File: src/txsv_pkg.sv
package txsv_pkg;

	// Statistics vector layout
	localparam int unsigned VEC_W         = 32;
	localparam int unsigned LEN_W         = 14;
	localparam int unsigned BIT_PAUSE     = 31;
	localparam int unsigned BIT_BYTE      = 30;
	localparam int unsigned BIT_HD_HI     = 29;
	localparam int unsigned BIT_HD_LO     = 20;
	localparam int unsigned BIT_TAGGED    = 19;
	localparam int unsigned BIT_LEN_HI    = 18;
	localparam int unsigned BIT_LEN_LO    = 5;
	localparam int unsigned BIT_CTRL      = 4;
	localparam int unsigned BIT_UNDERRUN  = 3;
	localparam int unsigned BIT_MCAST     = 2;
	localparam int unsigned BIT_BCAST     = 1;
	localparam int unsigned BIT_OK        = 0;

	// Frame field positions, counted from the first destination address byte
	localparam logic [LEN_W-1:0] IDX_DA_FIRST = 14'h0000;
	localparam logic [LEN_W-1:0] IDX_DA_LAST  = 14'h0005;
	localparam logic [LEN_W-1:0] IDX_TYPE_HI  = 14'h000c;
	localparam logic [LEN_W-1:0] IDX_TYPE_LO  = 14'h000d;
	localparam logic [LEN_W-1:0] LEN_MAX      = 14'h3fff;
	localparam logic [15:0]      TYPE_CTRL    = 16'h8808;
	localparam logic [15:0]      TYPE_VLAN    = 16'h8100;
	localparam logic [7:0]       BCAST_BYTE   = 8'hff;

	// Register map (byte addresses)
	localparam logic [7:0] OFS_CTRL      = 8'h00;
	localparam logic [7:0] OFS_LAST_VEC  = 8'h04;
	localparam logic [7:0] OFS_FRM_CNT   = 8'h08;
	localparam logic [7:0] OFS_INT_STAT  = 8'h0c;
	localparam logic [7:0] OFS_INT_MASK  = 8'h10;

	// Control fields and interrupt bits
	localparam int unsigned CTRL_VLAN_EN = 0;
	localparam int unsigned INT_W        = 3;
	localparam int unsigned INT_FRAME    = 0;
	localparam int unsigned INT_UNDERRUN = 1;
	localparam int unsigned INT_ERROR    = 2;

	// Values after reset
	localparam logic             RST_VLAN_EN  = 1'b0;
	localparam logic [INT_W-1:0] RST_INT_MASK = 3'h0;
	localparam logic [VEC_W-1:0] RST_VEC      = 32'h0000_0000;

endpackage : txsv_pkg

File: src/txsv_parse.sv
`timescale 1ns/1ps
module txsv_parse
	import txsv_pkg::*;
(
	input  wire logic             clk_i,      // Transmit clock
	input  wire logic             rst_ni,     // Synchronised reset, active low
	input  wire logic             byte_i,     // Frame byte sent this cycle
	input  wire logic [7:0]       data_i,     // That byte
	input  wire logic             end_i,      // Frame finished, one cycle
	input  wire logic             vlan_en_i,  // Tagged frame detection on
	output logic      [LEN_W-1:0] len_o,      // Bytes counted so far
	output logic                  mcast_o,    // Group bit of destination
	output logic                  bcast_o,    // Destination all ones
	output logic                  ctrl_o,     // Control type seen
	output logic                  tagged_o    // Tag type seen
);

	logic [7:0] type_hi;

	// Counter sticks at the ceiling so frames longer than 16383 bytes report the maximum
	always_ff @(posedge clk_i or negedge rst_ni) begin
		if (!rst_ni) begin
			len_o <= '0;
		end else if (end_i) begin
			len_o <= '0;
		end else if (byte_i && len_o != LEN_MAX) begin
			len_o <= len_o + 14'h0001;
		end
	end

	always_ff @(posedge clk_i or negedge rst_ni) begin
		if (!rst_ni) begin
			mcast_o <= 1'b0;
			bcast_o <= 1'b1;
		end else if (end_i) begin
			mcast_o <= 1'b0;
			bcast_o <= 1'b1;
		end else if (byte_i && len_o <= IDX_DA_LAST) begin
			if (len_o == IDX_DA_FIRST) begin
				mcast_o <= data_i[0];
			end
			if (data_i != BCAST_BYTE) begin
				bcast_o <= 1'b0;
			end
		end
	end

	always_ff @(posedge clk_i or negedge rst_ni) begin
		if (!rst_ni) begin
			type_hi  <= '0;
			ctrl_o   <= 1'b0;
			tagged_o <= 1'b0;
		end else if (end_i) begin
			ctrl_o   <= 1'b0;
			tagged_o <= 1'b0;
		end else if (byte_i && len_o == IDX_TYPE_HI) begin
			type_hi <= data_i;
		end else if (byte_i && len_o == IDX_TYPE_LO) begin
			ctrl_o   <= {type_hi, data_i} == TYPE_CTRL;
			tagged_o <= vlan_en_i && {type_hi, data_i} == TYPE_VLAN;
		end
	end

endmodule : txsv_parse

File: src/txsv_top.sv
`timescale 1ns/1ps
module txsv_top
	import txsv_pkg::*;
(
	input  wire logic             clk_i,          // Transmit clock, 125 MHz
	input  wire logic             nrst_i,         // Asynchronous reset, active low
	input  wire logic             frm_byte_i,     // A frame byte (DA to FCS) sent now
	input  wire logic [7:0]       frm_data_i,     // Byte being sent
	input  wire logic             frm_end_i,      // Frame finished, one cycle after last byte
	input  wire logic             frm_underrun_i, // Source failed to supply data
	input  wire logic             frm_error_i,    // Any other transmit error
	input  wire logic             frm_pause_sw_i, // Frame is a software-requested pause
	input  wire logic             psel_i,         // APB select
	input  wire logic             penable_i,      // APB enable
	input  wire logic             pwrite_i,       // APB direction
	input  wire logic [7:0]       paddr_i,        // APB byte address
	input  wire logic [31:0]      pwdata_i,       // APB write data
	output logic      [31:0]      prdata_o,       // APB read data
	output logic                  pready_o,       // APB ready
	output logic                  pslverr_o,      // APB error on unmapped address
	output logic      [VEC_W-1:0] stat_vec_o,     // Statistics vector
	output logic                  stat_vld_o,     // Vector strobe
	output logic                  irq_o           // Level interrupt
);

////////////////////////////////////////////////////////////////////////////////
	logic             rst_meta;
	logic             rst_n;

	always_ff @(posedge clk_i or negedge nrst_i) begin
		if (!nrst_i) begin
			rst_meta <= 1'b0;
			rst_n    <= 1'b0;
		end else begin
			rst_meta <= 1'b1;
			rst_n    <= rst_meta;
		end
	end

////////////////////////////////////////////////////////////////////////////////
	logic             vlan_en;
	logic [INT_W-1:0] int_mask;
	logic [INT_W-1:0] int_stat;
	logic [31:0]      frm_cnt;
	logic [LEN_W-1:0] p_len;
	logic             p_mcast;
	logic             p_bcast;
	logic             p_ctrl;
	logic             p_tagged;
	logic             underrun_seen;
	logic             error_seen;
	logic             pause_seen;
	logic             next_underrun;
	logic             next_error;
	logic             next_pause;
	logic             apb_acc;
	logic             apb_wr;
	logic             apb_bad;
	logic [31:0]      next_rdata;

	txsv_parse u_parse (
		.clk_i     (clk_i),
		.rst_ni    (rst_n),
		.byte_i    (frm_byte_i),
		.data_i    (frm_data_i),
		.end_i     (frm_end_i),
		.vlan_en_i (vlan_en),
		.len_o     (p_len),
		.mcast_o   (p_mcast),
		.bcast_o   (p_bcast),
		.ctrl_o    (p_ctrl),
		.tagged_o  (p_tagged)
	);

////////////////////////////////////////////////////////////////////////////////
	// Events in the end cycle still belong to the frame being closed
	assign next_underrun = underrun_seen | frm_underrun_i;
	assign next_error    = error_seen | frm_error_i;
	assign next_pause    = pause_seen | frm_pause_sw_i;

	always_ff @(posedge clk_i or negedge rst_n) begin
		if (!rst_n) begin
			underrun_seen <= 1'b0;
			error_seen    <= 1'b0;
			pause_seen    <= 1'b0;
		end else if (frm_end_i) begin
			underrun_seen <= 1'b0;
			error_seen    <= 1'b0;
			pause_seen    <= 1'b0;
		end else begin
			underrun_seen <= next_underrun;
			error_seen    <= next_error;
			pause_seen    <= next_pause;
		end
	end

	// Live flag is not a data qualifier: it tracks bytes, not the strobe
	always_ff @(posedge clk_i or negedge rst_n) begin
		if (!rst_n) begin
			stat_vec_o[BIT_BYTE] <= 1'b0;
		end else begin
			stat_vec_o[BIT_BYTE] <= frm_byte_i;
		end
	end

	// Full duplex only, so the half-duplex fields never carry anything
	always_ff @(posedge clk_i or negedge rst_n) begin
		if (!rst_n) begin
			stat_vec_o[BIT_HD_HI:BIT_HD_LO] <= '0;
		end else begin
			stat_vec_o[BIT_HD_HI:BIT_HD_LO] <= '0;
		end
	end

	always_ff @(posedge clk_i or negedge rst_n) begin
		if (!rst_n) begin
			stat_vec_o[BIT_PAUSE]               <= 1'b0;
			stat_vec_o[BIT_TAGGED:BIT_OK]       <= RST_VEC[BIT_TAGGED:BIT_OK];
		end else if (frm_end_i) begin
			stat_vec_o[BIT_PAUSE]               <= next_pause;
			stat_vec_o[BIT_TAGGED]              <= p_tagged;
			stat_vec_o[BIT_LEN_HI:BIT_LEN_LO]   <= p_len;
			stat_vec_o[BIT_CTRL]                <= p_ctrl;
			stat_vec_o[BIT_UNDERRUN]            <= next_underrun;
			stat_vec_o[BIT_MCAST]               <= p_mcast;
			stat_vec_o[BIT_BCAST]               <= p_bcast;
			stat_vec_o[BIT_OK]                  <= !next_underrun && !next_error;
		end
	end

	always_ff @(posedge clk_i or negedge rst_n) begin
		if (!rst_n) begin
			stat_vld_o <= 1'b0;
		end else begin
			stat_vld_o <= frm_end_i;
		end
	end

	always_ff @(posedge clk_i or negedge rst_n) begin
		if (!rst_n) begin
			frm_cnt <= '0;
		end else if (stat_vld_o) begin
			frm_cnt <= frm_cnt + 32'h0000_0001;
		end
	end

////////////////////////////////////////////////////////////////////////////////
	// Ready is registered, so every access phase takes exactly two cycles
	assign apb_acc = psel_i && penable_i && !pready_o;
	assign apb_wr  = psel_i && penable_i && pready_o && pwrite_i && !pslverr_o;
	assign apb_bad = !(paddr_i == OFS_CTRL || paddr_i == OFS_LAST_VEC || paddr_i == OFS_FRM_CNT
		|| paddr_i == OFS_INT_STAT || paddr_i == OFS_INT_MASK);

	always_comb begin
		next_rdata = 32'h0000_0000;
		unique case (paddr_i)
			OFS_CTRL:     next_rdata[CTRL_VLAN_EN] = vlan_en;
			OFS_LAST_VEC: next_rdata = stat_vec_o;
			OFS_FRM_CNT:  next_rdata = frm_cnt;
			OFS_INT_STAT: next_rdata[INT_W-1:0] = int_stat;
			OFS_INT_MASK: next_rdata[INT_W-1:0] = int_mask;
			default:      next_rdata = 32'h0000_0000;
		endcase
	end

	always_ff @(posedge clk_i or negedge rst_n) begin
		if (!rst_n) begin
			pready_o  <= 1'b0;
			pslverr_o <= 1'b0;
			prdata_o  <= '0;
		end else begin
			pready_o  <= apb_acc;
			pslverr_o <= apb_acc && apb_bad;
			prdata_o  <= (apb_acc && !pwrite_i) ? next_rdata : 32'h0000_0000;
		end
	end

	always_ff @(posedge clk_i or negedge rst_n) begin
		if (!rst_n) begin
			vlan_en  <= RST_VLAN_EN;
			int_mask <= RST_INT_MASK;
		end else if (apb_wr && paddr_i == OFS_CTRL) begin
			vlan_en  <= pwdata_i[CTRL_VLAN_EN];
		end else if (apb_wr && paddr_i == OFS_INT_MASK) begin
			int_mask <= pwdata_i[INT_W-1:0];
		end
	end

////////////////////////////////////////////////////////////////////////////////
	logic [INT_W-1:0] int_set;
	logic [INT_W-1:0] int_clr;

	assign int_set[INT_FRAME]    = stat_vld_o;
	assign int_set[INT_UNDERRUN] = stat_vld_o && stat_vec_o[BIT_UNDERRUN];
	assign int_set[INT_ERROR]    = stat_vld_o && !stat_vec_o[BIT_OK];
	assign int_clr = (apb_wr && paddr_i == OFS_INT_STAT) ? pwdata_i[INT_W-1:0] : '0;

	// A new event beats a simultaneous write-one-to-clear
	always_ff @(posedge clk_i or negedge rst_n) begin
		if (!rst_n) begin
			int_stat <= '0;
		end else begin
			int_stat <= (int_stat & ~int_clr) | int_set;
		end
	end

	always_ff @(posedge clk_i or negedge rst_n) begin
		if (!rst_n) begin
			irq_o <= 1'b0;
		end else begin
			irq_o <= |(((int_stat & ~int_clr) | int_set) & int_mask);
		end
	end

	// Each half-duplex bit on its own, so a stray driver points at the bit
	for (genvar b = BIT_HD_LO; b <= BIT_HD_HI; b++) begin : g_hd_zero

	end
endmodule : txsv_top
File: config.mk
export PLATFORM = sky130hd
export DESIGN_NAME = txsv_top
export DESIGN_NICKNAME = d
export VERILOG_FILES = /design/src/txsv_pkg.sv /design/src/txsv_parse.sv /design/src/txsv_top.sv
export SDC_FILE = /design/constraint.sdc
export NUM_CORES = 1
export LEC_CHECK = 0
export ABC_AREA = 0
export BUFFER_PORTS_ARGS = -buffer_cell sky130_fd_sc_hd__buf_2
export CAP_MARGIN = 15
export CORE_AREA = 10 10 141 143
export DETAILED_ROUTE_END_ITERATION = 10
export DIE_AREA = 0 0 151 153
export PLACE_DENSITY_LB_ADDON = 0.05
export SYNTH_ARGS = -nofsm -noshare
export SYNTH_HDL_FRONTEND = slang
export SYNTH_SLANG_ARGS = --single-unit
File: constraint.sdc
create_clock -name clk_i -period 5.1 [get_ports clk_i]
set_input_delay 1.02 -clock clk_i [delete_from_list [all_inputs] [get_ports clk_i]]
set_output_delay 1.02 -clock clk_i [all_outputs]
set_load 0.005 [all_outputs]
==> reports/results.tsv, run 1 <==
metric	value	unit
Min Clock Period, post-route	2.48	ns
Setup Fix Bufs, Post-CTS	0	
outcome	finished, final reports clean	
first-pass GRT wire length	23100	um
Max VDD drop	0.251	mV
unrepaired setup endpoints after global routing	false	
hold endpoint	rst_n	
Area growth syn-to-layout	20.4	%
TritonCTS Buffers	17	
clock tree buffer depth	2	
#FFs+latches synth	128	
WL final	14000	um
post_cts resized	0	
FF-to-FF Start	stat_vld_o	
routed via count	4028	
Max-Cap Viols	0	
FF-to-FF End	frm_cnt[15]	
post-DP HPWL	10100	um
Root Buffer Master	clkbuf_16	
largest net degree at the start of global routing	70	
CTS tree	yes	
Fin Setup TNS	0	ns
total core area	17100	um^2
Post-synth ARST share	100	%
Die ar.	23100	um^2
worst path arrival time	2.77	ns
dpl ws	1.86	ns
Tot GR Track Use	12.4	%
sequential area share after synthesis	54.9	%
Req. time, crit path	5.39	ns
Hold Crit Depth	0	
Starting Density	34.2	%
die width	151	um
commonest cells after routing, fill and taps aside	dfrtp_1, buf_2, nor2_1, mux2_2, nand2_1	
PD cells	357	nW/um^2
DRC	0	
Layout Skew	0.00670	ns
cell taking the most area after synthesis	dfrtp_1	
Yosys Warn Count	0	
area share of the largest cell type after synthesis	54.4	%
CP startpoint kind	input pin	
final hold vios	0	
worst hold slack	0.349	ns
final setup vio count	0	
average wire per standard cell	16.8	um
Clock transition at path regs	0.05	ns
unique cell type count in the Yosys netlist	59	
n_diodes	0	
IO buf count	86	
Mapped Cells	505	
Final WS setup	2.62	ns
global placer's final weighted congestion	0.810	
Syn Area/Cell	11.6	um^2
Max-slew headroom	27.9	%
Post-synth EDFFs	0	
FF-to-FF setup slack	2.88	ns
Clock Latency Late Sink	0.41	ns
Antenna Nets Post-Route	0	
layout cell share with drive strength beyond 1	28.7	%
hold wc startpoint	rst_meta	
Die Y	153	um
CTS Sinks	128	
DRT iter0 DRCs	274	
final-stage net count	657	
worst slew pin tran	1.08	ns
pins over their slew limit	0	
critical path class	input pin to flop	
site row count	48	
most common cell after layout, fill and taps aside	dfrtp_1	
vias in the first global route	4192	
H-tree levels	4	
Post-Syn Area	5840	um^2
Synth area leaders	dfrtp_1, mux2_2, nor2_1	
final period utilization	48.7	%
worst r2r path cells	4	
number of vias per cell	4.85	
leakage	3.32	nW
main flop type after synthesis	dfrtp_1	
number of antenna violations at the first check in global routing	0	
crit path max fanout	20	
IO Pins	126	
critical path endpoint category	flop	
First-pass DRT Iterations	6	
post-cts hold buffer count	0	
hold crit path type	flop to flop	
Peak Freq	0.403	GHz
power after layout	0.00251	W
Overflow after GRT	0	
## flip-flops by register name, summed over array words and instances, names as in the netlist, 3 cells and up
register         count
frm_cnt             32
int_mask             3
int_stat             3
prdata_o            32
stat_vec_o          22
u_parse.len_o       14
u_parse.type_hi      8
## metal layers
layer / GRT usage (%) / vias up / part of all wire (%)
met1: 16.8 / 1959 / 47
met5: 0 / - / 0
met2: 19.1 / 93 / 47
li1: - / 1965 / -
met4: 3.94 / 0 / 1.0
met3: 2.95 / 11 / 4.8
## critical path, stage by stage
cell and delay, ns:
buf_2 0.10, or4_4 0.61, nor4_4 0.23, buf_4 0.30, a2bb2oi_1 0.14, a2111oi_2 0.37
## worst max-delay path by stage
stage                          start           to  slack [ns]  cells past startpoint
after floorplan                rst_n   error_seen        1.27                      0
after global placement    paddr_i[0]  prdata_o[4]        1.83                      5
after detailed placement  paddr_i[0]  prdata_o[4]        1.86                      5
after CTS                 paddr_i[0]  prdata_o[8]        2.28                      5
after global routing      paddr_i[0]  prdata_o[0]        2.51                      6
final                     paddr_i[0]  prdata_o[0]        2.62                      6
## logic make-up after synthesis
| logic type | after synthesis | synth area share, % |
|---|---|---|
| compound gates | 54 | 6.92 |
| xor+xnor | 31 | 4.65 |
| fa+ha+maj | 5 | 1.07 |
| buf+inv | 40 | 4.35 |
| flops | 128 | 54.9 |
| mux | 47 | 8.96 |
| other cells | 2 | 0.129 |
| simple gates | 198 | 19.0 |
## through the flow
stage | cells | utilization [%] | instance area, um^2
finish | 831 | 41.2 | 7030
global route | 831 | 41.2 | 7030
CTS | 830 | 41.1 | 7010
detailed placement | 799 | 37.6 | 6400
global placement | 799 | 37.6 | 6400
floorplan | 514 | - | 5870
## Yosys cell counts (6+ instances only)
cell type,count
buf_6,7
inv_1,11
xor2_1,10
nand2_1,25
mux2_2,42
nor4_1,9
a21oi_1,7
nand3_1,16
nand4_1,18
nor2b_1,10
clkbuf_1,6
and2_1,16
xnor2_1,21
a22oi_1,18
dfrtp_1,127
buf_4,11
nor2_1,53
and3_1,6
nor3_1,14
## cell type report
class | count | area, um^2
clock buffer | 26 | 509
multi-input combinational | 346 | 2420
timing repair buffer | 90 | 464
clock inverter | 5 | 100
fill | 1694 | 10000
tap | 225 | 282
inverter | 11 | 41.3
sequential | 128 | 3210
## power by group
| part | switching (W) | internal (W) | leakage, nW |
|---|---|---|---|
| Clock | 0.000408 | 0.000830 | 0.300 |
| Combinational | 0.0000842 | 0.0000651 | 1.29 |
| Sequential | 0.0000611 | 0.00106 | 1.73 |
| Total | 0.000554 | 0.00195 | 3.32 |
Note: power is estimated with default switching activity, not from simulation.
==> inputs of run 2 (changes only) <==
==> constraint.sdc (replaced) <==
create_clock -name clk_i -period 2.37 [get_ports clk_i]
set_input_delay 0.474 -clock clk_i [delete_from_list [all_inputs] [get_ports clk_i]]
set_output_delay 0.474 -clock clk_i [all_outputs]
set_load 0.005 [all_outputs]
==> run 2 against run 1 <==
  * Total power up 120%
  * Setup slack worse by 2.3 ns
  * Routed wire length up 0.43%
  * Core utilization up 0.75 points
  * Hold slack worse by 0.067 ns
  * Sequential power up 110%
  * Register-to-register slack worse by 2.5 ns
  * Flip-flop and latch count unchanged
  * Count of clock-buffer cells in the layout down 6
  * Global-route usage up 0.17 points
  * Critical endpoint is now u_parse.type_hi[4]
  * Largest power group unchanged
==> reports/results.tsv, run 2 (same netlist as run 1, synthesis figures left out) <==
metric	value	unit	change
worst path arrival time	2.32	ns	-0.45 ns
global placer's final weighted congestion	0.807		-0.31%
TritonCTS Buffers	17		unchanged
internal power	0.00417	W	+110%
Max-Cap Viols	0		unchanged
most common cell after layout, fill and taps aside	dfrtp_1		
biggest regs	frm_cnt: 32 flops, prdata_o: 32 flops, stat_vec_o: 22 flops		
Peak Freq	0.495	GHz	
Starting Density	34.2	%	unchanged
crit path max fanout	8		-60%
site row count	48		unchanged
Req. time, crit path	2.67	ns	-2.72 ns
final period utilization	85.3	%	
unrepaired setup endpoints after global routing	false		
number of vias per cell	4.84		-0.17%
vias in the first global route	4304		+2.7%
clock tree buffer depth	2		unchanged
post-DP HPWL	10300	um	+2.1%
leakage	3.39	nW	+2.2%
Sequential Power Share	44.3	%	-0.3 points
WL final	14000	um	+0.43%
First-pass DRT Iterations	5		-1
Switch Pwr	0.00125	W	+130%
sw frac	23.1	%	+0.97 points
number of antenna violations at the first check in global routing	0		unchanged
power after layout	0.00542	W	+120%
Tot GR Track Use	12.6	%	+0.17 points
Clock Latency Late Sink	0.41	ns	about the same
pins over their slew limit	0		unchanged
Max-slew headroom	60.0	%	+32 points
critical path class	flop to flop		
outcome	finished, final reports clean		
Layout Skew	0.00670	ns	+0.00000156 ns
average wire per standard cell	16.6	um	-1.2%
Die Y	153	um	unchanged
first-pass GRT wire length	23300	um	+0.84%
H-tree levels	4		unchanged
DRC	0		unchanged
fin util	41.9	%	+0.75 points
total core area	17100	um^2	unchanged
clock power share	49.5	%	about the same
post-cts hold buffer count	1		+1
CTS tree	yes		
Min Clock Period, post-route	2.02	ns	
critical path endpoint category	flop		
Setup Fix Bufs, Post-CTS	0		unchanged
worst slew pin tran	0.600	ns	-0.481 ns
commonest cells after routing, fill and taps aside	dfrtp_1, buf_2, nor2_1, mux2_2, nand2_1		
PD cells	758	nW/um^2	+110%
largest net degree at the start of global routing	44		-37%
final setup vio count	0		unchanged
Clock transition at path regs	0.05	ns	about the same
Overflow after GRT	0		unchanged
CP startpoint kind	flop		
Max VDD drop	0.485	mV	+93%
routed via count	4089		+1.5%
IO Pins	126		unchanged
die width	151	um	unchanged
Comb pwr share	6.3	%	+0.3 points
IO buf count	86		unchanged
FILL cells	1707		+0.77%
Area growth syn-to-layout	22.6	%	
Antenna Nets Post-Route	0		unchanged
hold crit path type	input pin to flop		
layout cell share with drive strength beyond 1	30.3	%	+1.6 points
DRT iter0 DRCs	242		-12%
Root Buffer Master	clkbuf_16		
final-stage net count	670		+2.0%
Fin Setup TNS	0	ns	unchanged
n_diodes	0		unchanged
Die ar.	23100	um^2	unchanged
post_cts resized	0		unchanged
final hold vios	0		unchanged
CTS Sinks	128		unchanged
[run 2: routing by layer]
layer | track usage [%] | share of wire, %
met1 | 16.9 | 47
met2 | 18.9 | 47
met3 | 3.60 | 5.1
met4 | 4.45 | 1.5
met5 | 0 | 0
[run 2: worst paths after layout]
path | from | endpoint | slack (ns) | cells after the start
max in group asynchronous | rst_n | frm_cnt[13] | 1.41 | 1
min in group asynchronous | rst_n | stat_vec_o[11] | 0.34 | 0
worst max register to register | u_parse.len_o[10] | u_parse.type_hi[4] | 0.35 | 6
worst min-delay path | frm_byte_i | stat_vec_o[30] | 0.28 | 1
worst min register to register | rst_n | stat_vec_o[11] | 0.34 | 0
worst max-delay path | u_parse.len_o[10] | u_parse.type_hi[4] | 0.35 | 6
[run 2: area by class of cell]
class	instances	area [um^2]	area share [%]
well taps	225	282	3.94
inverters	11	41.3	0.577
clock inverters	12	166	2.33
clock buffers	20	437	6.10
multi-input cells	346	2420	33.8
repair buffers	103	598	8.36
flip-flops and latches	128	3210	44.8
[run 2: power groups by stage]
stage / sequential (W) / combinational, W / clock [W]
3_5_place_dp: 0.00244 / 0.000342 / 0
6_report: 0.00240 / 0.000339 / 0.00268
4_1_cts: 0.00240 / 0.000346 / 0.00275
2_1_floorplan: 0.00242 / 0.000221 / 0
5_1_grt: 0.00242 / 0.000384 / 0.00284
3_3_place_gp: 0.00243 / 0.000335 / 0
[run 2: critical path, cell delays in order (launching register included)]
cell	delay (ns)
dfrtp_1	0.45
nor4_1	0.36
buf_4	0.18
nand2_1	0.05
nor4bb_1	0.29
buf_4	0.23
mux2_2	0.35
[run 2: through the flow]
step	hold WS [ns]	worst slack, ns	std cells	cell area, um^2
6_report	0.282	0.348	845	7150
5_1_grt	0.279	0.213	845	7150
4_1_cts	0.269	0.336	845	7150
3_5_place_dp	0.263	0.144	812	6540
3_3_place_gp	0.259	0.156	812	6540
2_1_floorplan	0.178	0.239	514	5870
==> inputs of run 3 (changes only) <==
--- a/config.mk
+++ b/config.mk
@@ -5,12 +5,13 @@
 export SDC_FILE = /design/constraint.sdc
 export NUM_CORES = 1
 export LEC_CHECK = 0
-export ABC_AREA = 0
+export ABC_AREA = 1
 export BUFFER_PORTS_ARGS = -buffer_cell sky130_fd_sc_hd__buf_2
 export CAP_MARGIN = 15
-export CORE_AREA = 10 10 141 143
+export CORE_AREA = 10 10 146 148
+export CTS_BUF_LIST = sky130_fd_sc_hd__clkbuf_4
 export DETAILED_ROUTE_END_ITERATION = 10
-export DIE_AREA = 0 0 151 153
+export DIE_AREA = 0 0 156 158
 export PLACE_DENSITY_LB_ADDON = 0.05
 export SYNTH_ARGS = -nofsm -noshare
 export SYNTH_HDL_FRONTEND = slang
==> constraint.sdc (replaced) <==
create_clock -name clk_i -period 2.37 [get_ports clk_i]
set_input_delay 0.474 -clock clk_i [delete_from_list [all_inputs] [get_ports clk_i]]
set_output_delay 0.474 -clock clk_i [all_outputs]
set_load 0.05 [all_outputs]
==> run 3 against run 2 <==
  * Clock skew is 0.0092 ns higher
  * Sequential share of layout area is 1.2 points lower
  * Clock power is 35% lower
  * Final cell count grew 35%
  * Critical path depth decreased by 4
  * Setup slack improved by 0.046 ns
  * Area after synthesis up 7.9%
  * Largest cell class unchanged
  * Largest power group is now registers
==> reports/results.tsv, run 3 <==
metric	value	unit	change
outcome	finished, final reports clean		
Placed Area	7000	um^2	+7.1%
post-route cell area	7340	um^2	+2.7%
Antenna Nets Post-Route	0		unchanged
cell taking the most area after synthesis	dfrtp_1		
TritonCTS Buffers	17		unchanged
Placed Cells incl. Taps	1105		+36%
count of non-filler cells in the finished layout	1139		+35%
post-DP HPWL	13100	um	+26%
Hold Crit Depth	1		unchanged
critical path class	flop to primary output		
global placer's final weighted congestion	0.882		+9.3%
crit path max fanout	16		+8
Layout Skew	0.0159	ns	+0.00923 ns
leakage	3.62	nW	+6.7%
FF-to-FF setup slack	0.57	ns	+0.22 ns
Post-Syn Area	6300	um^2	+7.9%
Overflow after GRT	0		unchanged
Clock transition at path regs	0.13	ns	+0.08 ns
Tot GR Track Use	14.5	%	+1.9 points
area share of the largest cell type after synthesis	50.5	%	-4.0 points
FILL cells	1986		+16%
Yosys Warn Count	0		unchanged
Post-synth top cells	nand2_1, dfrtp_1, nor2_1		
Max-Cap Viols	0		unchanged
worst r2r path cells	8		+2
Crit path largest cell delay	0.40	ns	-0.05 ns
layout cell share with drive strength beyond 1	17.3	%	-13 points
sequential area share after synthesis	50.9	%	-4.0 points
FF-to-FF Start	frm_cnt[0]		
routed via count	5339		+31%
Min Clock Period, post-route	1.98	ns	-0.0461 ns
Sequential Power Share	51.9	%	+7.6 points
average wire per standard cell	15.1	um	-8.9%
first-pass GRT wire length	28200	um	+21%
PD cells	626	nW/um^2	-17%
CP max-delay cell	dfrtp_1		
Die ar.	24600	um^2	+6.7%
clock tree buffer depth	2		unchanged
main flop type after synthesis	dfrtp_1		
site row count	50		+4.2%
die width	156	um	+3.3%
Root Buffer Master	clkbuf_4		
power after layout	0.00460	W	-15%
Max VDD drop	0.236	mV	-51%
top-count cell post-synth	nand2_1		
worst slew pin tran	0.559	ns	-0.0414 ns
sw frac	28.9	%	+5.9 points
vias in the first global route	5456		+27%
total core area	18500	um^2	+8.2%
#FFs+latches synth	128		unchanged
worst path arrival time	1.50	ns	-0.82 ns
unrepaired setup endpoints after global routing	false		
critical-path cell list	buf_4 > buf_2		
Mapped Cells	792		+57%
post-cts hold buffer count	1		unchanged
Die Y	158	um	+3.3%
Max-slew headroom	62.6	%	+2.6 points
Fin Setup TNS	0	ns	unchanged
DRC	0		unchanged
critical path endpoint category	primary output		
Req. time, crit path	1.90	ns	-0.77 ns
final hold vios	0		unchanged
post_cts resized	0		unchanged
largest net degree at the start of global routing	48		+9.1%
Starting Density	34.1	%	-0.099 points
hold endpoint	stat_vec_o[30]		
pins over their slew limit	0		unchanged
WL final	17200	um	+23%
FF-to-FF End	frm_cnt[20]		
clock power share	37.8	%	-12 points
fin util	39.8	%	-2.1 points
number of antenna violations at the first check in global routing	1		+1
Post-synth ARST share	100	%	unchanged
Switch Pwr	0.00133	W	+6.4%
First-pass DRT Iterations	4		-1
unique cell type count in the Yosys netlist	41		-31%
Area growth syn-to-layout	16.6	%	
hold crit path type	input pin to flop		
Comb pwr share	10.3	%	+4.0 points
CTS tree	yes		
biggest regs	frm_cnt: 32 flops, prdata_o: 32 flops, stat_vec_o: 22 flops		
Post-synth EDFFs	0		unchanged
internal power	0.00327	W	-22%
number of vias per cell	4.69		-3.1%
CP startpoint kind	flop		
Clock Latency Late Sink	0.54	ns	+0.13 ns
Synth area leaders	dfrtp_1, nand2_1, nor2_1		
H-tree levels	4		unchanged
final period utilization	83.4	%	-1.9 points
hold wc startpoint	frm_byte_i		
Syn Area/Cell	7.95	um^2	-31%
final setup vio count	0		unchanged
most common cell after layout, fill and taps aside	nand2_1		
CTS Sinks	128		unchanged
commonest cells after routing, fill and taps aside	nand2_1, dfrtp_1, nor2_1, buf_2, inv_1		
Setup Fix Bufs, Post-CTS	0		unchanged
IO Pins	126		unchanged
DRT iter0 DRCs	341		+41%
Peak Freq	0.506	GHz	+2.3%
IO buf count	86		unchanged
final-stage net count	954		+42%
[run 3: changes by cell type after synthesis, sizes merged, moves of 21 or more]
cell   previous run  this run
inv              11        79
mux2             42         0
o21ai             5        41
nand2            25       250
nand3            16        49
nor2             53       101
a22oi            21         0
[run 3: power by group through the flow]
stage	Combinational [W]	Sequential (W)	Clock [W]
after floorplan	0.000280	0.00247	0
after global placement	0.000469	0.00242	0
after detailed placement	0.000481	0.00243	0
after CTS	0.000483	0.00239	0.00180
after global routing	0.000531	0.00241	0.00189
final	0.000472	0.00238	0.00174
[run 3: layout make-up]
| type | instances | area, um^2 | area share (%) |
|---|---|---|---|
| repair buffers | 101 | 558 | 7.60 |
| multi-input cells | 561 | 2640 | 36.0 |
| well taps | 234 | 293 | 3.99 |
| flip-flops and latches | 128 | 3210 | 43.7 |
| diodes | 1 | 2.50 | 0.0341 |
| clock buffers | 19 | 143 | 1.94 |
| inverters | 82 | 310 | 4.22 |
| clock inverters | 13 | 188 | 2.56 |
[run 3: through the flow]
stage                     setup WS [ns]  hold slack (ns)
after detailed placement          0.610            0.263
after CTS                         0.316           0.0535
after floorplan                   0.239            0.178
after global placement            0.579            0.259
after global routing              0.250           0.0450
final                             0.394            0.112
[run 3: cell families after synthesis]
logic type	Yosys count	synth area share, %
xor gates and xnor gates	24	3.34
buffers and inverters	112	7.69
DFF	128	50.9
adders and majority gates	5	0.993
and+or+nand+nor	456	31.5
AOI/OAI and AO/OA	65	5.46
other	2	0.119
[run 3: worst max-delay path by stage]
stage / from / to / slack, ns / cells past startpoint
2_1_floorplan: rst_n / error_seen / 0.24 / 0
3_3_place_gp: paddr_i[7] / prdata_o[0] / 0.58 / 8
3_5_place_dp: frm_cnt[0] / frm_cnt[20] / 0.61 / 8
4_1_cts: stat_vld_o / stat_vld_o / 0.32 / 2
5_1_grt: stat_vld_o / stat_vld_o / 0.25 / 2
6_report: stat_vld_o / stat_vld_o / 0.39 / 2
[run 3: per-layer routing]
layer | global-route usage [%] | part of all wire (%) | vias up | routed length, um
li1 | - | - | 2692 | -
met1 | 17.4 | 44 | 2549 | 7560
met2 | 24.9 | 51 | 87 | 8750
met3 | 3.77 | 4.3 | 11 | 733
met4 | 4.32 | 1.0 | 0 | 180
met5 | 0 | 0 | - | 0
[run 3: critical path: cells and delay by family (launching register included)]
kind                   cells  cell delay (ns)
buffers and inverters      2             0.55
DFF                        1             0.40
